[config.mk]
export PLATFORM = sky130hd
export DESIGN_NAME = hbfs_device_flat
export DESIGN_NICKNAME = d
export VERILOG_FILES = /design/src/logic/hbfs_pkg.sv /design/src/logic/hbfs_link_if.sv /design/src/logic/hbfs_device.sv /design/src/flat_wrapper.sv
export VERILOG_INCLUDE_DIRS = /design/src /design/src/logic
export SDC_FILE = /design/constraint.sdc
export NUM_CORES = 1
export LEC_CHECK = 0
export BUFFER_PORTS_ARGS = -buffer_cell sky130_fd_sc_hd__buf_2
export CAP_MARGIN = 30
export CORE_MARGIN = 10
export CORE_UTILIZATION = 60
export DETAILED_ROUTE_END_ITERATION = 16
export PLACE_DENSITY = 0.77
export SYNTH_ARGS = -nofsm -noshare
export SYNTH_HDL_FRONTEND = slang
export SYNTH_SLANG_ARGS = --single-unit
[constraint.sdc]
create_clock -name clk -period 3.1 [get_ports clk]
set_input_delay 0.62 -clock clk [delete_from_list [all_inputs] [get_ports clk]]
set_output_delay 0.62 -clock clk [all_outputs]
set_load 0.02 [all_outputs]
[src/logic/hbfs_regs.svh]
// Constants of the half-bridge fault supervisor and its host controller
// Operation
// - Persistent undervoltage sets supply fail, disables outputs
// - Supply recovery re-enables outputs without delay
// - Supply fail latched until fault clear written
// - Open-load enable low turns test currents on
// - Open load below threshold sets status bit
// - Switched-on output suspends its open-load detection
// - Thermal warning flag with set/reset hysteresis
// - Chip select fall presents thermal warning
// - Short chip select leaves both words unchanged
// - Thermal shutdown disables outputs, word all ones
// - Restart needs cool temperature and fault clear
// - Overcurrent limits current and starts short timer
// - Persistent short disables output, sets short flag
// - Warning during short trips output at once
// - Fault clear resets short flag, re-enables outputs
// - Soft inhibit or standby pin stops outputs
// - Outputs need soft inhibit one, pin high
// - Delay select high long, low short
// - Fault clear at bit 0 clears flags
// - Status word bits 0, 13, 14, 15
`ifndef HBFS_REGS_SVH
`define HBFS_REGS_SVH

`define HBFS_WORD_BITS    16
`define HBFS_CHANNELS     12

// Input word fields and reset value
`define HBFS_IN_RESET     16'he000
`define HBFS_IN_CLEAR     0
`define HBFS_IN_OL_EN_N   13
`define HBFS_IN_DELAY_SEL 14
`define HBFS_IN_SOFT_RUN  15

// Output word fields
`define HBFS_OUT_WARN     0
`define HBFS_OUT_SHORT    13
`define HBFS_OUT_INHIBIT  14
`define HBFS_OUT_SUPPLY   15

// Synchroniser and edge detector reset levels, select idles high
`define HBFS_SYNC_RESET   34'h1_0000_0000
`define HBFS_EDGE_RESET   3'h2

// Timing
`define HBFS_CLK_NS       40
`define HBFS_SCLK_NS      320
`define HBFS_OSC_NS       31250
`define HBFS_SC_LONG_US   12000
`define HBFS_SC_SHORT_US  1500
`define HBFS_UV_DELAY_US  1000
`define HBFS_PEEK_CYCLES  8
`define HBFS_CS_HOLD      7
`define HBFS_CS_GAP       15

// Host register offsets
`define HBFS_OFS_CTRL     32'h0000_0000
`define HBFS_OFS_TX       32'h0000_0004
`define HBFS_OFS_RX       32'h0000_0008
`define HBFS_OFS_STATUS   32'h0000_000c

`endif

[src/logic/hbfs_pkg.sv]
// Types of the fault supervisor link; the word type serves both ends, the state and select types the host
package hbfs_pkg;

    typedef logic [15:0] hbfs_word_t;

    typedef enum logic [1:0] {
        HBFS_IDLE,
        HBFS_SHIFT,
        HBFS_PEEK,
        HBFS_TAIL
    } hbfs_host_state_t;

    typedef enum logic [2:0] {
        HBFS_SEL_CTRL,
        HBFS_SEL_TX,
        HBFS_SEL_RX,
        HBFS_SEL_STATUS,
        HBFS_SEL_NONE
    } hbfs_reg_sel_t;

endpackage

[src/logic/hbfs_link_if.sv]
// Serial link between the host controller and the supervisor
`timescale 1ns/1ns
interface hbfs_link_if;
    logic cs_n;
    logic sclk;
    logic sdi;
    logic sdo;

    modport device (
        input  cs_n,
        input  sclk,
        input  sdi,
        output sdo
    );

    modport host (
        output cs_n,
        output sclk,
        output sdi,
        input  sdo
    );
endinterface

[src/logic/hbfs_device.sv]
// Fault supervisor of the twelve-channel half-bridge driver
`timescale 1ns/1ns
`include "hbfs_regs.svh"
module hbfs_device (
    // System
    input  wire logic        clk,
    input  wire logic        sys_rst,
    // Serial link
    hbfs_link_if.device      link,
    // Comparators and pins
    input  wire logic        load_supply_uv,
    input  wire logic        temp_warn_set,
    input  wire logic        temp_warn_reset,
    input  wire logic        temp_shutdown,
    input  wire logic        temp_switch_on,
    input  wire logic [11:0] overcurrent,
    input  wire logic [11:0] open_load_sense,
    input  wire logic        hardware_standby_pin,
    input  wire logic        osc_clk,
    // Output stage controls
    output logic      [11:0] switch_on_q,
    output logic      [11:0] test_current_q,
    output logic      [11:0] current_limit_q
);

    localparam int CH       = `HBFS_CHANNELS;
    localparam int SC_LONG  = (`HBFS_SC_LONG_US * 1000) / `HBFS_OSC_NS;
    localparam int SC_SHORT = (`HBFS_SC_SHORT_US * 1000) / `HBFS_OSC_NS;
    localparam int UV_TICKS = (`HBFS_UV_DELAY_US * 1000) / `HBFS_OSC_NS;

    // Two-stage synchronisers for every outside input
    logic [33:0] async_in;
    logic [33:0] meta_q;
    logic [33:0] sync_q;

    assign async_in = {osc_clk, link.cs_n, link.sclk, link.sdi, load_supply_uv,
                       temp_warn_set, temp_warn_reset, temp_shutdown, temp_switch_on,
                       hardware_standby_pin, overcurrent, open_load_sense};

    always_ff @(posedge clk) begin
        if (sys_rst) begin
            meta_q <= `HBFS_SYNC_RESET;
            sync_q <= `HBFS_SYNC_RESET;
        end else begin
            meta_q <= async_in;
            sync_q <= meta_q;
        end
    end

    logic        osc_s;
    logic        cs_n_s;
    logic        sclk_s;
    logic        sdi_s;
    logic        uv_s;
    logic        tws_s;
    logic        twr_s;
    logic        tsd_s;
    logic        tson_s;
    logic        stby_s;
    logic [11:0] oc_s;
    logic [11:0] ol_s;

    assign osc_s  = sync_q[33];
    assign cs_n_s = sync_q[32];
    assign sclk_s = sync_q[31];
    assign sdi_s  = sync_q[30];
    assign uv_s   = sync_q[29];
    assign tws_s  = sync_q[28];
    assign twr_s  = sync_q[27];
    assign tsd_s  = sync_q[26];
    assign tson_s = sync_q[25];
    assign stby_s = sync_q[24];
    assign oc_s   = sync_q[23:12];
    assign ol_s   = sync_q[11:0];

    // Edge detection on synchronised levels
    logic [2:0] prev_q;

    always_ff @(posedge clk) begin
        if (sys_rst) begin
            prev_q <= `HBFS_EDGE_RESET;
        end else begin
            prev_q <= {osc_s, cs_n_s, sclk_s};
        end
    end

    logic tick;
    logic cs_fall;
    logic cs_rise;
    logic sclk_rise;
    logic sclk_fall;

    assign tick      = osc_s & ~prev_q[2];
    assign cs_fall   = ~cs_n_s & prev_q[1];
    assign cs_rise   = cs_n_s & ~prev_q[1];
    assign sclk_rise = ~cs_n_s & sclk_s & ~prev_q[0];
    assign sclk_fall = ~cs_n_s & ~sclk_s & prev_q[0];

    // Input word and status flags
    hbfs_pkg::hbfs_word_t in_q;
    hbfs_pkg::hbfs_word_t rx_sh_q;
    hbfs_pkg::hbfs_word_t tx_sh_q;
    hbfs_pkg::hbfs_word_t out_word;
    logic [4:0]           bit_cnt_q;
    logic                 sdo_q;
    logic                 clear_q;
    logic                 psf_q;
    logic                 uv_off_q;
    logic [9:0]           uv_cnt_q;
    logic                 tw_q;
    logic                 tsd_q;
    logic                 clr_pend_q;
    logic                 scd_q;
    logic [CH-1:0]        sc_off_q;
    logic [CH-1:0]        sc_trip;
    logic [CH-1:0]        status;
    logic [CH-1:0]        cmd;
    logic                 inhibit;
    logic                 enable;

    assign cmd     = in_q[CH:1];
    assign inhibit = ~in_q[`HBFS_IN_SOFT_RUN] | ~stby_s;
    assign enable  = ~uv_off_q & ~tsd_q & ~inhibit;

    // Serial shift engine, LSB first
    always_ff @(posedge clk) begin
        if (sys_rst) begin
            in_q      <= `HBFS_IN_RESET;
            rx_sh_q   <= '0;
            tx_sh_q   <= '0;
            bit_cnt_q <= '0;
            sdo_q     <= 1'b0;
            clear_q   <= 1'b0;
        end else begin
            clear_q <= 1'b0;
            if (cs_fall) begin
                tx_sh_q   <= out_word;
                sdo_q     <= out_word[`HBFS_OUT_WARN];
                bit_cnt_q <= '0;
            end else if (cs_rise) begin
                // Incomplete word aborts with no change
                if (bit_cnt_q == 5'h10) begin
                    in_q    <= rx_sh_q;
                    clear_q <= rx_sh_q[`HBFS_IN_CLEAR];
                end
            end else begin
                if (sclk_rise) begin
                    rx_sh_q <= {sdi_s, rx_sh_q[15:1]};
                    if (bit_cnt_q != 5'h10) begin
                        bit_cnt_q <= bit_cnt_q + 5'h01;
                    end
                end
                if (sclk_fall) begin
                    tx_sh_q <= {1'b0, tx_sh_q[15:1]};
                    sdo_q   <= tx_sh_q[1];
                end
            end
        end
    end

    assign link.sdo = sdo_q;

    // Undervoltage delay and supply-fail flag
    always_ff @(posedge clk) begin
        if (sys_rst || !uv_s) begin
            uv_cnt_q <= '0;
            uv_off_q <= 1'b0;
        end else if (tick && !uv_off_q) begin
            if (uv_cnt_q >= 10'(UV_TICKS - 1)) begin
                uv_off_q <= 1'b1;
            end else begin
                uv_cnt_q <= uv_cnt_q + 10'h001;
            end
        end
    end

    always_ff @(posedge clk) begin
        if (sys_rst) begin
            psf_q <= 1'b0;
        end else if (uv_off_q) begin
            psf_q <= 1'b1;
        end else if (clear_q) begin
            psf_q <= 1'b0;
        end
    end

    // Thermal warning with hysteresis
    always_ff @(posedge clk) begin
        if (sys_rst) begin
            tw_q <= 1'b0;
        end else if (tws_s) begin
            tw_q <= 1'b1;
        end else if (twr_s) begin
            tw_q <= 1'b0;
        end
    end

    // Thermal shutdown, released by clear once cool
    always_ff @(posedge clk) begin
        if (sys_rst || !tsd_q) begin
            clr_pend_q <= 1'b0;
        end else if (clear_q) begin
            clr_pend_q <= 1'b1;
        end
    end

    always_ff @(posedge clk) begin
        if (sys_rst) begin
            tsd_q <= 1'b0;
        end else if (tsd_s) begin
            tsd_q <= 1'b1;
        end else if ((clr_pend_q || clear_q) && tson_s) begin
            tsd_q <= 1'b0;
        end
    end

    // Per-channel short-circuit timers
    genvar gi;
    generate
        for (gi = 0; gi < CH; gi++) begin : g_short
            logic [9:0] cnt_q;
            logic       active;
            logic [9:0] limit;

            assign active = oc_s[gi] & switch_on_q[gi];
            assign limit  = in_q[`HBFS_IN_DELAY_SEL] ? 10'(SC_LONG - 1)
                                                     : 10'(SC_SHORT - 1);
            assign sc_trip[gi] = active & (tw_q | (tick & (cnt_q >= limit)));

            always_ff @(posedge clk) begin
                if (sys_rst || !active) begin
                    cnt_q <= '0;
                end else if (tick && cnt_q < limit) begin
                    cnt_q <= cnt_q + 10'h001;
                end
            end

            always_ff @(posedge clk) begin
                if (sys_rst) begin
                    sc_off_q[gi] <= 1'b0;
                end else if (sc_trip[gi]) begin
                    sc_off_q[gi] <= 1'b1;
                end else if (clear_q) begin
                    sc_off_q[gi] <= 1'b0;
                end
            end

            assign status[gi] = test_current_q[gi] ? ol_s[gi] : switch_on_q[gi];
        end
    endgenerate

    always_ff @(posedge clk) begin
        if (sys_rst) begin
            scd_q <= 1'b0;
        end else if (|sc_trip) begin
            scd_q <= 1'b1;
        end else if (clear_q) begin
            scd_q <= 1'b0;
        end
    end

    // Output stage gating
    always_ff @(posedge clk) begin
        if (sys_rst) begin
            switch_on_q     <= '0;
            test_current_q  <= '0;
            current_limit_q <= '0;
        end else begin
            switch_on_q     <= cmd & ~sc_off_q & {CH{enable}};
            test_current_q  <= ~cmd & {CH{~in_q[`HBFS_IN_OL_EN_N]}};
            current_limit_q <= oc_s & switch_on_q;
        end
    end

    // Status word snapshot
    always_comb begin
        if (tsd_q) begin
            out_word = '1;
        end else begin
            out_word = {psf_q, inhibit, scd_q, status, tw_q};
        end
    end

endmodule

[src/flat_wrapper.sv]
// flat-port wrapper written by rule: the top's interface ports become plain ports
module hbfs_device_flat 
  (clk, sys_rst, load_supply_uv, temp_warn_set, temp_warn_reset, temp_shutdown, temp_switch_on, overcurrent, open_load_sense, hardware_standby_pin, osc_clk, switch_on_q, test_current_q, current_limit_q, link_cs_n, link_sclk, link_sdi, link_sdo);
  hbfs_link_if link_i ();
  input  wire logic clk;
  input  wire logic sys_rst;
  input  wire logic load_supply_uv;
  input  wire logic temp_warn_set;
  input  wire logic temp_warn_reset;
  input  wire logic temp_shutdown;
  input  wire logic temp_switch_on;
  input  wire logic [11:0] overcurrent;
  input  wire logic [11:0] open_load_sense;
  input  wire logic hardware_standby_pin;
  input  wire logic osc_clk;
  output logic      [11:0] switch_on_q;
  output logic      [11:0] test_current_q;
  output logic      [11:0] current_limit_q;
  input wire logic [$bits(link_i.cs_n)-1:0] link_cs_n;
  input wire logic [$bits(link_i.sclk)-1:0] link_sclk;
  input wire logic [$bits(link_i.sdi)-1:0] link_sdi;
  output wire logic [$bits(link_i.sdo)-1:0] link_sdo;
  assign link_i.cs_n = link_cs_n;
  assign link_i.sclk = link_sclk;
  assign link_i.sdi = link_sdi;
  assign link_sdo = link_i.sdo;
  hbfs_device u_core (.clk(clk), .sys_rst(sys_rst), .link(link_i), .load_supply_uv(load_supply_uv), .temp_warn_set(temp_warn_set), .temp_warn_reset(temp_warn_reset), .temp_shutdown(temp_shutdown), .temp_switch_on(temp_switch_on), .overcurrent(overcurrent), .open_load_sense(open_load_sense), .hardware_standby_pin(hardware_standby_pin), .osc_clk(osc_clk), .switch_on_q(switch_on_q), .test_current_q(test_current_q), .current_limit_q(current_limit_q));
endmodule
==> reports/results.md, run 1 <==
| Result | Reported | Unit |
| --- | --- | --- |
| Outcome | completed | - |
| Final count of hold timing violations | 0 | - |
| Number of endpoints failing setup at the final stage | 0 | - |
| Pint | 6.47 | mW |
| Post-synthesis cell area | 12200 | um^2 |
| Total nets after synthesis | 1393 | - |
| Clk_lat worst skew | 0.57 | ns |
| Routed WL per cell | 15.4 | um |
| Post-synth top cells | dfxtp_1, nor2_1, nand2_1 | - |
| Filler Cell Count | 1577 | - |
| Post-synth top flop | dfxtp_1 | - |
| Relative slew slack | 0.390 | - |
| Number of levels in the clock H-tree | 1 | - |
| Chip height | 163 | um |
| EDFF count, synth | 0 | - |
| CTS Root Cell | clkbuf_16 | - |
| Vias/cell | 5.54 | - |
| Buffer depth of the longest clock path | 3 | - |
| Horizontal die dimension | 163 | um |
| NumNets Final | 1458 | - |
| Arrival time of data at the critical path endpoint | 2.96 | ns |
| Routability-driven placement congestion ratio | 0.846 | - |
| Violation count after the first detailed-route iteration | 531 | - |
| # diodes | 0 | - |
| Number of remaining DRC errors | 0 | - |
| Share of the yosys chip area belonging to registers | 0.506 | - |
| Post-CTS repair timing setup buffer count | 0 | - |
| IO Count | 73 | - |
| Share of the core filled with cells | 0.689 | - |
| Required time reported for the critical path endpoint | 3.53 | ns |
| Combinational cell fraction of total power | 0.020 | - |
| Path class of the lowest-slack min-delay path | primary input to register | - |
| Startpoint kind of the worst setup timing path | register | - |
| Layout Area Growth over Synthesis | 13.7 | % |
| Total wirelength of the detailed-routed design | 25.6 | mm |
| Top fanout value on the critical path | 24 | - |
| Peak VDD IR | 0.582 | mV |
| Maximum number of pins on one net before global-route repair | 65 | - |
| Quantity of I/O buffers inserted on ports | 72 | - |
| Average size of a mapped cell | 9.34 | um^2 |
| Crit path capture type | register | - |
| Async set-reset flop share out of synthesis | 0 | - |
| First-pass iteration count of the detailed router | 6 | - |
| Least-Margin Pin Slew | 0.916 | ns |
| Power after layout | 8.11 | mW |
| Shortest period the worst path allows | 2.53 | ns |
| Most common cell in the synthesized netlist | dfxtp_1 | - |
| Wire length of the first global-routing pass | 43.1 | mm |
| Num CTS Buffers | 31 | - |
| Clock tree from TritonCTS | built | - |
| Final sum of negative setup slack | 0 | ns |
| Final Cycle Share | 0.817 | - |
| Number of cells on the worst reg-to-reg path | 9 | - |
| Proportion of layout cells with a drive suffix above 1 | 0.119 | - |
| Flop pwr share | 0.496 | - |
| Number of antenna violations at the first check in global routing | 0 | - |
| Hold path startpoint | link_cs_n | - |
| Startpoint of the worst-slack reg-to-reg timing path | u_core.in_q[14] | - |
| Slew Limit Fails | 0 | - |
| Fraction of post-synthesis cell area in the top cell type by area | 0.506 | - |
| Count of mapped cells out of synthesis | 1304 | - |
| Die Area | 26400 | um^2 |
| Cell row count | 52 | - |
| Number of global-route vias before repair | 8902 | - |
| Resized Gates After CTS | 0 | - |
| Clk sinks | 308 | - |
| Clock share of power | 0.484 | - |
| Initial cell density of the core | 0.606 | - |
| Setup repair after global routing missed its margin | false | - |
| CTS clock-pin slew for the worst setup and hold paths | 0.06 | ns |
| Leak Pwr | 5.47 | nW |
| Hold EP | u_core.meta_q[32] | - |
| Half-perimeter wire length of the detailed placement result | 17.6 | mm |
| Number of maximum-capacitance constraint violations | 0 | - |
| Cell types with the largest area share after synthesis | dfxtp_1, nor2_1, ha_1 | - |
| Critical Setup Path Class | register to register | - |
| Register bit count reported by yosys | 308 | - |
| Remaining number of nets flagged by the antenna check after routing | 0 | - |
| Capturing point of the worst reg2reg path | u_core.g_short[7].cnt_q[7] | - |
| Hold buffers post-CTS | 0 | - |
| Post-synthesis cell type with the largest combined area | dfxtp_1 | - |
| Synth unique cells | 57 | - |
| Overflow after GRT | 0 | - |
| Worst Hold Path Cells | 2 | - |
| Area of the core | 20100 | um^2 |
| Count of yosys warnings during synthesis | 0 | - |
| Via count | 9199 | - |
| Total GRT Usage | 0.193 | - |
| Switching power share of the total | 0.202 | - |
| Net switching power | 1.64 | mW |
| Slack of the worst reg-to-reg path | 0.57 | ns |
| Timing-limited maximum frequency | 395 | MHz |
| Power density over the cells | 585 | nW/um^2 |
| Clock skew after layout | 0.0135 | ns |
[sequential cells by signal, summed over array words and instances (netlist names)]
| signal | count |
|---|---|
| u_core.bit_cnt_q | 5 |
| u_core.meta_q | 34 |
| u_core.sc_off_q | 12 |
| u_core.uv_cnt_q | 10 |
| u_core.test_current_q | 12 |
| u_core.scd_q | 1 |
| u_core.rx_sh_q | 16 |
| u_core.in_q | 15 |
| u_core.tw_q | 1 |
| u_core.psf_q | 1 |
| u_core.uv_off_q | 1 |
| u_core.tsd_q | 1 |
| u_core.tx_sh_q | 16 |
| u_core.sync_q | 34 |
| u_core.prev_q | 3 |
| u_core.switch_on_q | 12 |
| u_core.current_limit_q | 12 |
| u_core.clear_q | 1 |
| u_core.g_short.cnt_q | 120 |
| u_core.clr_pend_q | 1 |
[layout by cell type, fill, tap and decap left out, types with 13 or more instances in the layout]
cell type and n:
a31oi_1 13, clkbuf_16 31, ha_1 53, nand2_1 145, mux2i_1 13, buf_2 71, and3_1 21, o21ai_0 23
nand3_1 31, inv_1 22, a21oi_1 70, or2_2 16, nor3b_1 18, nor2_1 177, nand4_1 42, dfxtp_1 308
xor2_1 68, xnor2_1 27, nor2b_1 70
[cells by family (layout without fill, tap and decap cells)]
| family | count (synthesis) | after routing | synth area share |
|---|---|---|---|
| compound gates | 157 | 157 | 0.0823 |
| buf+inv | 71 | 158 | 0.0224 |
| fa+ha+maj | 53 | 53 | 0.0544 |
| flops | 308 | 308 | 0.506 |
| simple gates | 595 | 595 | 0.245 |
| mux | 25 | 25 | 0.0218 |
| xor+xnor | 95 | 95 | 0.0683 |
[layout make-up]
| cell class | count | area (um^2) | share of cell area |
|---|---|---|---|
| Timing Repair Buffer | 80 | 435 | 0.0314 |
| Clock buffer | 44 | 885 | 0.0638 |
| Multi-Input combinational cell | 925 | 5750 | 0.415 |
| Sequential cell | 308 | 6170 | 0.445 |
| Clock inverter | 11 | 203 | 0.0146 |
| Tap cell | 270 | 338 | 0.0244 |
| Inverter | 23 | 86.3 | 0.00623 |
[critical path, stage by stage (launching register included)]
cell	delay [ns]
dfxtp_1	0.30
inv_1	0.08
buf_4	0.32
ha_1	0.30
a41o_1	0.24
nand4_1	0.11
nor4b_1	0.59
nand3_1	0.21
xor2_1	0.19
nor2_1	0.05
[metal layers]
metal  vias up  part of all wire  global-route usage
li1       4604                 -                   -
met1      4330              0.46               0.253
met2       211              0.46               0.315
met3        54             0.055              0.0361
met4         0             0.030              0.0645
met5         -                 0                   0
[worst max path at each step]
stage                                             to       startpoint  cells past startpoint  slack [ns]
after global routing      u_core.g_short[0].cnt_q[7]  u_core.in_q[14]                      9        0.44
after global placement    u_core.g_short[7].cnt_q[5]  u_core.in_q[14]                      9        0.69
after floorplan           u_core.g_short[6].cnt_q[7]  u_core.in_q[14]                      8        0.41
after detailed placement  u_core.g_short[7].cnt_q[7]  u_core.in_q[14]                      9        0.61
final                     u_core.g_short[7].cnt_q[7]  u_core.in_q[14]                      9        0.57
after CTS                 u_core.g_short[7].cnt_q[7]  u_core.in_q[14]                      9        0.57
[through the flow]
stage	cells	instance area (um^2)	setup slack, ns	hold WS [ns]
floorplan	1304	12200	0.410	0.389
global placement	1606	12800	0.689	0.393
detailed placement	1606	12800	0.607	0.398
CTS	1661	13900	0.573	0.211
global route	1661	13900	0.437	0.223
finish	1661	13900	0.568	0.234
[power by group through the flow]
stage,Sequential (mW),Clock (mW),Combinational [mW]
floorplan,4.10,0,0.111
global route,4.03,4.14,0.179
detailed placement,4.11,0,0.159
finish,4.02,3.92,0.160
CTS,4.02,3.99,0.161
global placement,4.11,0,0.157
Note: power is estimated with default switching activity, not from simulation.
==> run 2, diff against run 1 <==
Settings changed: ABC_AREA set to 1, CORE_UTILIZATION 60 to 55, PLACE_DENSITY 0.77 to 0.74.
Clock period 3.1 ns to 2.2 ns, I/O delays scaled along.
==> run 2 against run 1 <==
  * Critical path depth increased by 3
  * Clock-buffer cell count increased by 1
  * Total power increased by 40%
  * Combinational power increased by 91%
  * First-iteration DRC count increased by 65%
  * Clock power increased by 37%
  * Sequential share of layout area decreased by 3.0 points
  * Via count increased by 17%
  * Clock skew increased by 0.0091 ns
  * Setup slack got worse by 0.47 ns
  * Critical path type unchanged
==> reports/results.md, run 2 <==
| Result | Reported | Unit | Delta |
| --- | --- | --- | --- |
| Outcome | completed | - |  |
| Remaining number of nets flagged by the antenna check after routing | 0 | - | unchanged |
| Synth unique cells | 43 | - | -25% |
| Pre-CTS setup slack | 0.0794 | ns | -0.527 ns |
| Final sum of negative setup slack | 0 | ns | unchanged |
| Stages on worst setup path | 12 | - | +3 |
| Setup repair after global routing missed its margin | true | - |  |
| Final Cycle Share | 0.954 | - | +0.137 |
| Violation count after the first detailed-route iteration | 877 | - | +65% |
| Clock skew after layout | 0.0226 | ns | +0.00912 ns |
| Final count of hold timing violations | 0 | - | unchanged |
| Share of the core filled with cells | 0.652 | - | -0.0374 |
| Share of the yosys chip area belonging to registers | 0.480 | - | -0.0260 |
| Capturing point of the worst reg2reg path | u_core.g_short[4].cnt_q[4] | - |  |
| Overflow after GRT | 0 | - | unchanged |
| Global routing met2 resource utilization | 0.308 | - | -0.00629 |
| Fin worst setup slack | 0.101 | ns | -0.467 ns |
| Quantity of I/O buffers inserted on ports | 72 | - | unchanged |
| Number of global-route vias before repair | 10233 | - | +15% |
| Least-Margin Pin Slew | 0.703 | ns | -0.213 ns |
| Largest register FFs | 120 | - | unchanged |
| First-pass iteration count of the detailed router | 5 | - | -1 |
| Arrival time of data at the critical path endpoint | 2.53 | ns | -0.43 ns |
| Most crowded layer after global routing | met2 | - |  |
| Cell type with the highest occurrence count on the critical path | nor2_1 | - |  |
| Path class of the lowest-slack min-delay path | primary input to register | - |  |
| Post-synthesis cell type with the largest combined area | dfxtp_1 | - |  |
| Worst Hold Path Cells | 2 | - | unchanged |
| Async set-reset flop share out of synthesis | 0 | - | unchanged |
| CTS Root Cell | clkbuf_16 | - |  |
| Cell Area, Placed | 13600 | um^2 | +6.6% |
| Buffer depth of the longest clock path | 3 | - | unchanged |
| Crit-path cells | clkinvlp_4, buf_12, ha_1, inv_1, nor2_1, nor2_1, nand3_2, nor2_2, nand3_1, nor2_1, a21oi_1, o21a_1 | - |  |
| Number of endpoints failing setup at the final stage | 0 | - | unchanged |
| Maximum number of pins on one net before global-route repair | 49 | - | -25% |
| Commonest non-fill, non-tap cell in the layout | dfxtp_1 | - |  |
| Number of antenna violations at the first check in global routing | 0 | - | unchanged |
| Fraction of post-synthesis cell area in the top cell type by area | 0.480 | - | -0.0260 |
| Clock tree from TritonCTS | built | - |  |
| Average size of a mapped cell | 7.70 | um^2 | -18% |
| Largest registers | u_core.g_short.cnt_q (120), u_core.meta_q (34), u_core.sync_q (34) | - |  |
| Half-perimeter wire length of the detailed placement result | 19.5 | mm | +11% |
| EDFF count, synth | 0 | - | unchanged |
| Leak Pwr | 6.17 | nW | +13% |
| Startpoint of the worst-slack reg-to-reg timing path | u_core.in_q[14] | - |  |
| Cell row count | 55 | - | +5.8% |
| CP delay by family, top | simple AND/OR/NAND/NOR gates | - |  |
| Min Hold Slack | 0.0634 | ns | -0.171 ns |
| Power density over the cells | 765 | nW/um^2 | +31% |
| Count of yosys warnings during synthesis | 0 | - | unchanged |
| Worst path buffer plus inverter count | 3 | - | +1 |
| Timing-limited maximum frequency | 476 | MHz | +21% |
| Initial cell density of the core | 0.564 | - | -0.0422 |
| Post-synthesis cell area | 12800 | um^2 | +5.4% |
| Via count | 10753 | - | +17% |
| Global-route met1 utilization | 0.227 | - | -0.0261 |
| Hold EP | u_core.meta_q[32] | - |  |
| Most common cell in the synthesized netlist | dfxtp_1 | - |  |
| Number of cells on the worst reg-to-reg path | 12 | - | +3 |
| IO Count | 73 | - | unchanged |
| Clk sinks | 308 | - | unchanged |
| NumNets Final | 1852 | - | +27% |
| Total GRT Usage | 0.179 | - | -0.0139 |
| Crit path capture type | register | - |  |
| Vias/cell | 5.12 | - | -7.5% |
| Number of levels in the clock H-tree | 1 | - | unchanged |
| Total wirelength of the detailed-routed design | 28.3 | mm | +11% |
| Num CTS Buffers | 30 | - | -3.2% |
| Slew Limit Fails | 0 | - | unchanged |
| Number of remaining DRC errors | 0 | - | unchanged |
| Cell types with the largest area share after synthesis | dfxtp_1, inv_1, nand2_1 | - |  |
| Register bit count reported by yosys | 308 | - | unchanged |
| CTS clock-pin slew for the worst setup and hold paths | 0.06 | ns | about the same |
| Largest stage delay on the critical path | 0.34 | ns | -0.25 ns |
| Count of mapped cells out of synthesis | 1668 | - | +28% |
| Routability-driven placement congestion ratio | 0.874 | - | +3.3% |
| Startpoint kind of the worst setup timing path | register | - |  |
| Peak VDD IR | 0.739 | mV | +27% |
| Top fanout value on the critical path | 27 | - | +13% |
| Post-synth top cells | dfxtp_1, inv_1, nand2_1 | - |  |
| Most frequent cells in the layout | dfxtp_1, inv_1, nand2_1 | - |  |
| Hold path startpoint | link_cs_n | - |  |
| Critical Setup Path Class | register to register | - |  |
| Relative slew slack | 0.531 | - | +0.141 |
| Clk_lat worst skew | 0.56 | ns | about the same |
| Number of maximum-capacitance constraint violations | 0 | - | unchanged |
| Area of the core | 22800 | um^2 | +13% |
| Layout Area Growth over Synthesis | 15.6 | % |  |
| Total nets after synthesis | 1757 | - | +26% |
| Proportion of layout cells with a drive suffix above 1 | 0.136 | - | +0.0167 |
| Slack of the worst reg-to-reg path | 0.10 | ns | -0.47 ns |
| # diodes | 0 | - | unchanged |
| Post-synth top flop | dfxtp_1 | - |  |
| Met3 usage in global routing | 0.0270 | - | -0.00914 |
| Routed WL per cell | 13.5 | um | -13% |
| Chip height | 173 | um | +6.3% |
| Die Area | 29900 | um^2 | +13% |
| Wire length of the first global-routing pass | 46.5 | mm | +7.8% |
| Final instance area | 14800 | um^2 | +7.2% |
| Required time reported for the critical path endpoint | 2.63 | ns | -0.90 ns |
| Shortest period the worst path allows | 2.10 | ns | -0.433 ns |
| Slowest-stage cell, CP | dfxtp_2 | - |  |
| Most flops, register | u_core.g_short.cnt_q | - |  |
| Horizontal die dimension | 173 | um | +6.3% |
-- run 2: where the power goes --
| group | total (mW) | switching (mW) | internal, mW |
|---|---|---|---|
| Combinational | 0.305 | 0.198 | 0.107 |
| Sequential | 5.69 | 0.0320 | 5.66 |
| Clock | 5.37 | 2.15 | 3.22 |
-- run 2: stage by stage --
stage | power (mW) | instances
floorplan | 6.00 | 1668
global placement | 6.10 | 2038
detailed placement | 6.11 | 2038
CTS | 11.4 | 2093
global route | 11.7 | 2099
finish | 11.4 | 2099
-- run 2: how the worst max path moves through the flow --
stage | startpoint | to | slack (ns)
floorplan | u_core.in_q[14] | u_core.g_short[1].cnt_q[5] | -0.02
global placement | u_core.bit_cnt_q[0] | u_core.in_q[5] | 0.16
finish | u_core.in_q[14] | u_core.g_short[4].cnt_q[4] | 0.10
global route | u_core.in_q[14] | u_core.scd_q | -0.09
CTS | u_core.in_q[14] | u_core.g_short[4].cnt_q[9] | 0.04
detailed placement | u_core.in_q[14] | u_core.g_short[4].cnt_q[4] | 0.08
-- run 2: cell type report --
type	instances	area, um^2
fillers	1926	7930
flip-flops and latches	308	6170
multi-input cells	1048	5610
inverters	276	1040
clock buffers	45	917
repair buffers	97	563
well taps	313	392
clock inverters	10	139
repair inverters	2	15.0
-- run 2: layer usage --
layer	wire (um)	part of all wire
met2	13300	0.47
met3	1190	0.042
met5	0	0
met1	13100	0.46
met4	696	0.025
-- run 2: worst register-to-register path: stages (launching register included) --
cell and delay [ns]:
dfxtp_2 0.34, clkinvlp_4 0.10, buf_12 0.18, ha_1 0.31
inv_1 0.06, nor2_1 0.04, nor2_1 0.14, nand3_2 0.12
nor2_2 0.20, nand3_1 0.13, nor2_1 0.16, a21oi_1 0.09
o21a_1 0.10
-- run 2: kinds of logic after synthesis --
group,count (synthesis),share of synthesized area
AO/OA/AOI/OAI,279,0.114
XOR/XNOR,19,0.0130
adder cells (fa/ha/maj),53,0.0516
buffers and inverters,312,0.0930
flip-flops,308,0.480
multiplexers,12,0.0105
AND/OR/NAND/NOR,685,0.238
-- run 2: repair_timing --
item / 4_1_cts / 5_1_grt
endpoints found under the setup margin: 0 / 50
gates resized for setup: 0 / 37
setup buffers: 0 / 4
endpoints found under the hold margin: 0 / 0
hold buffers: 0 / 0
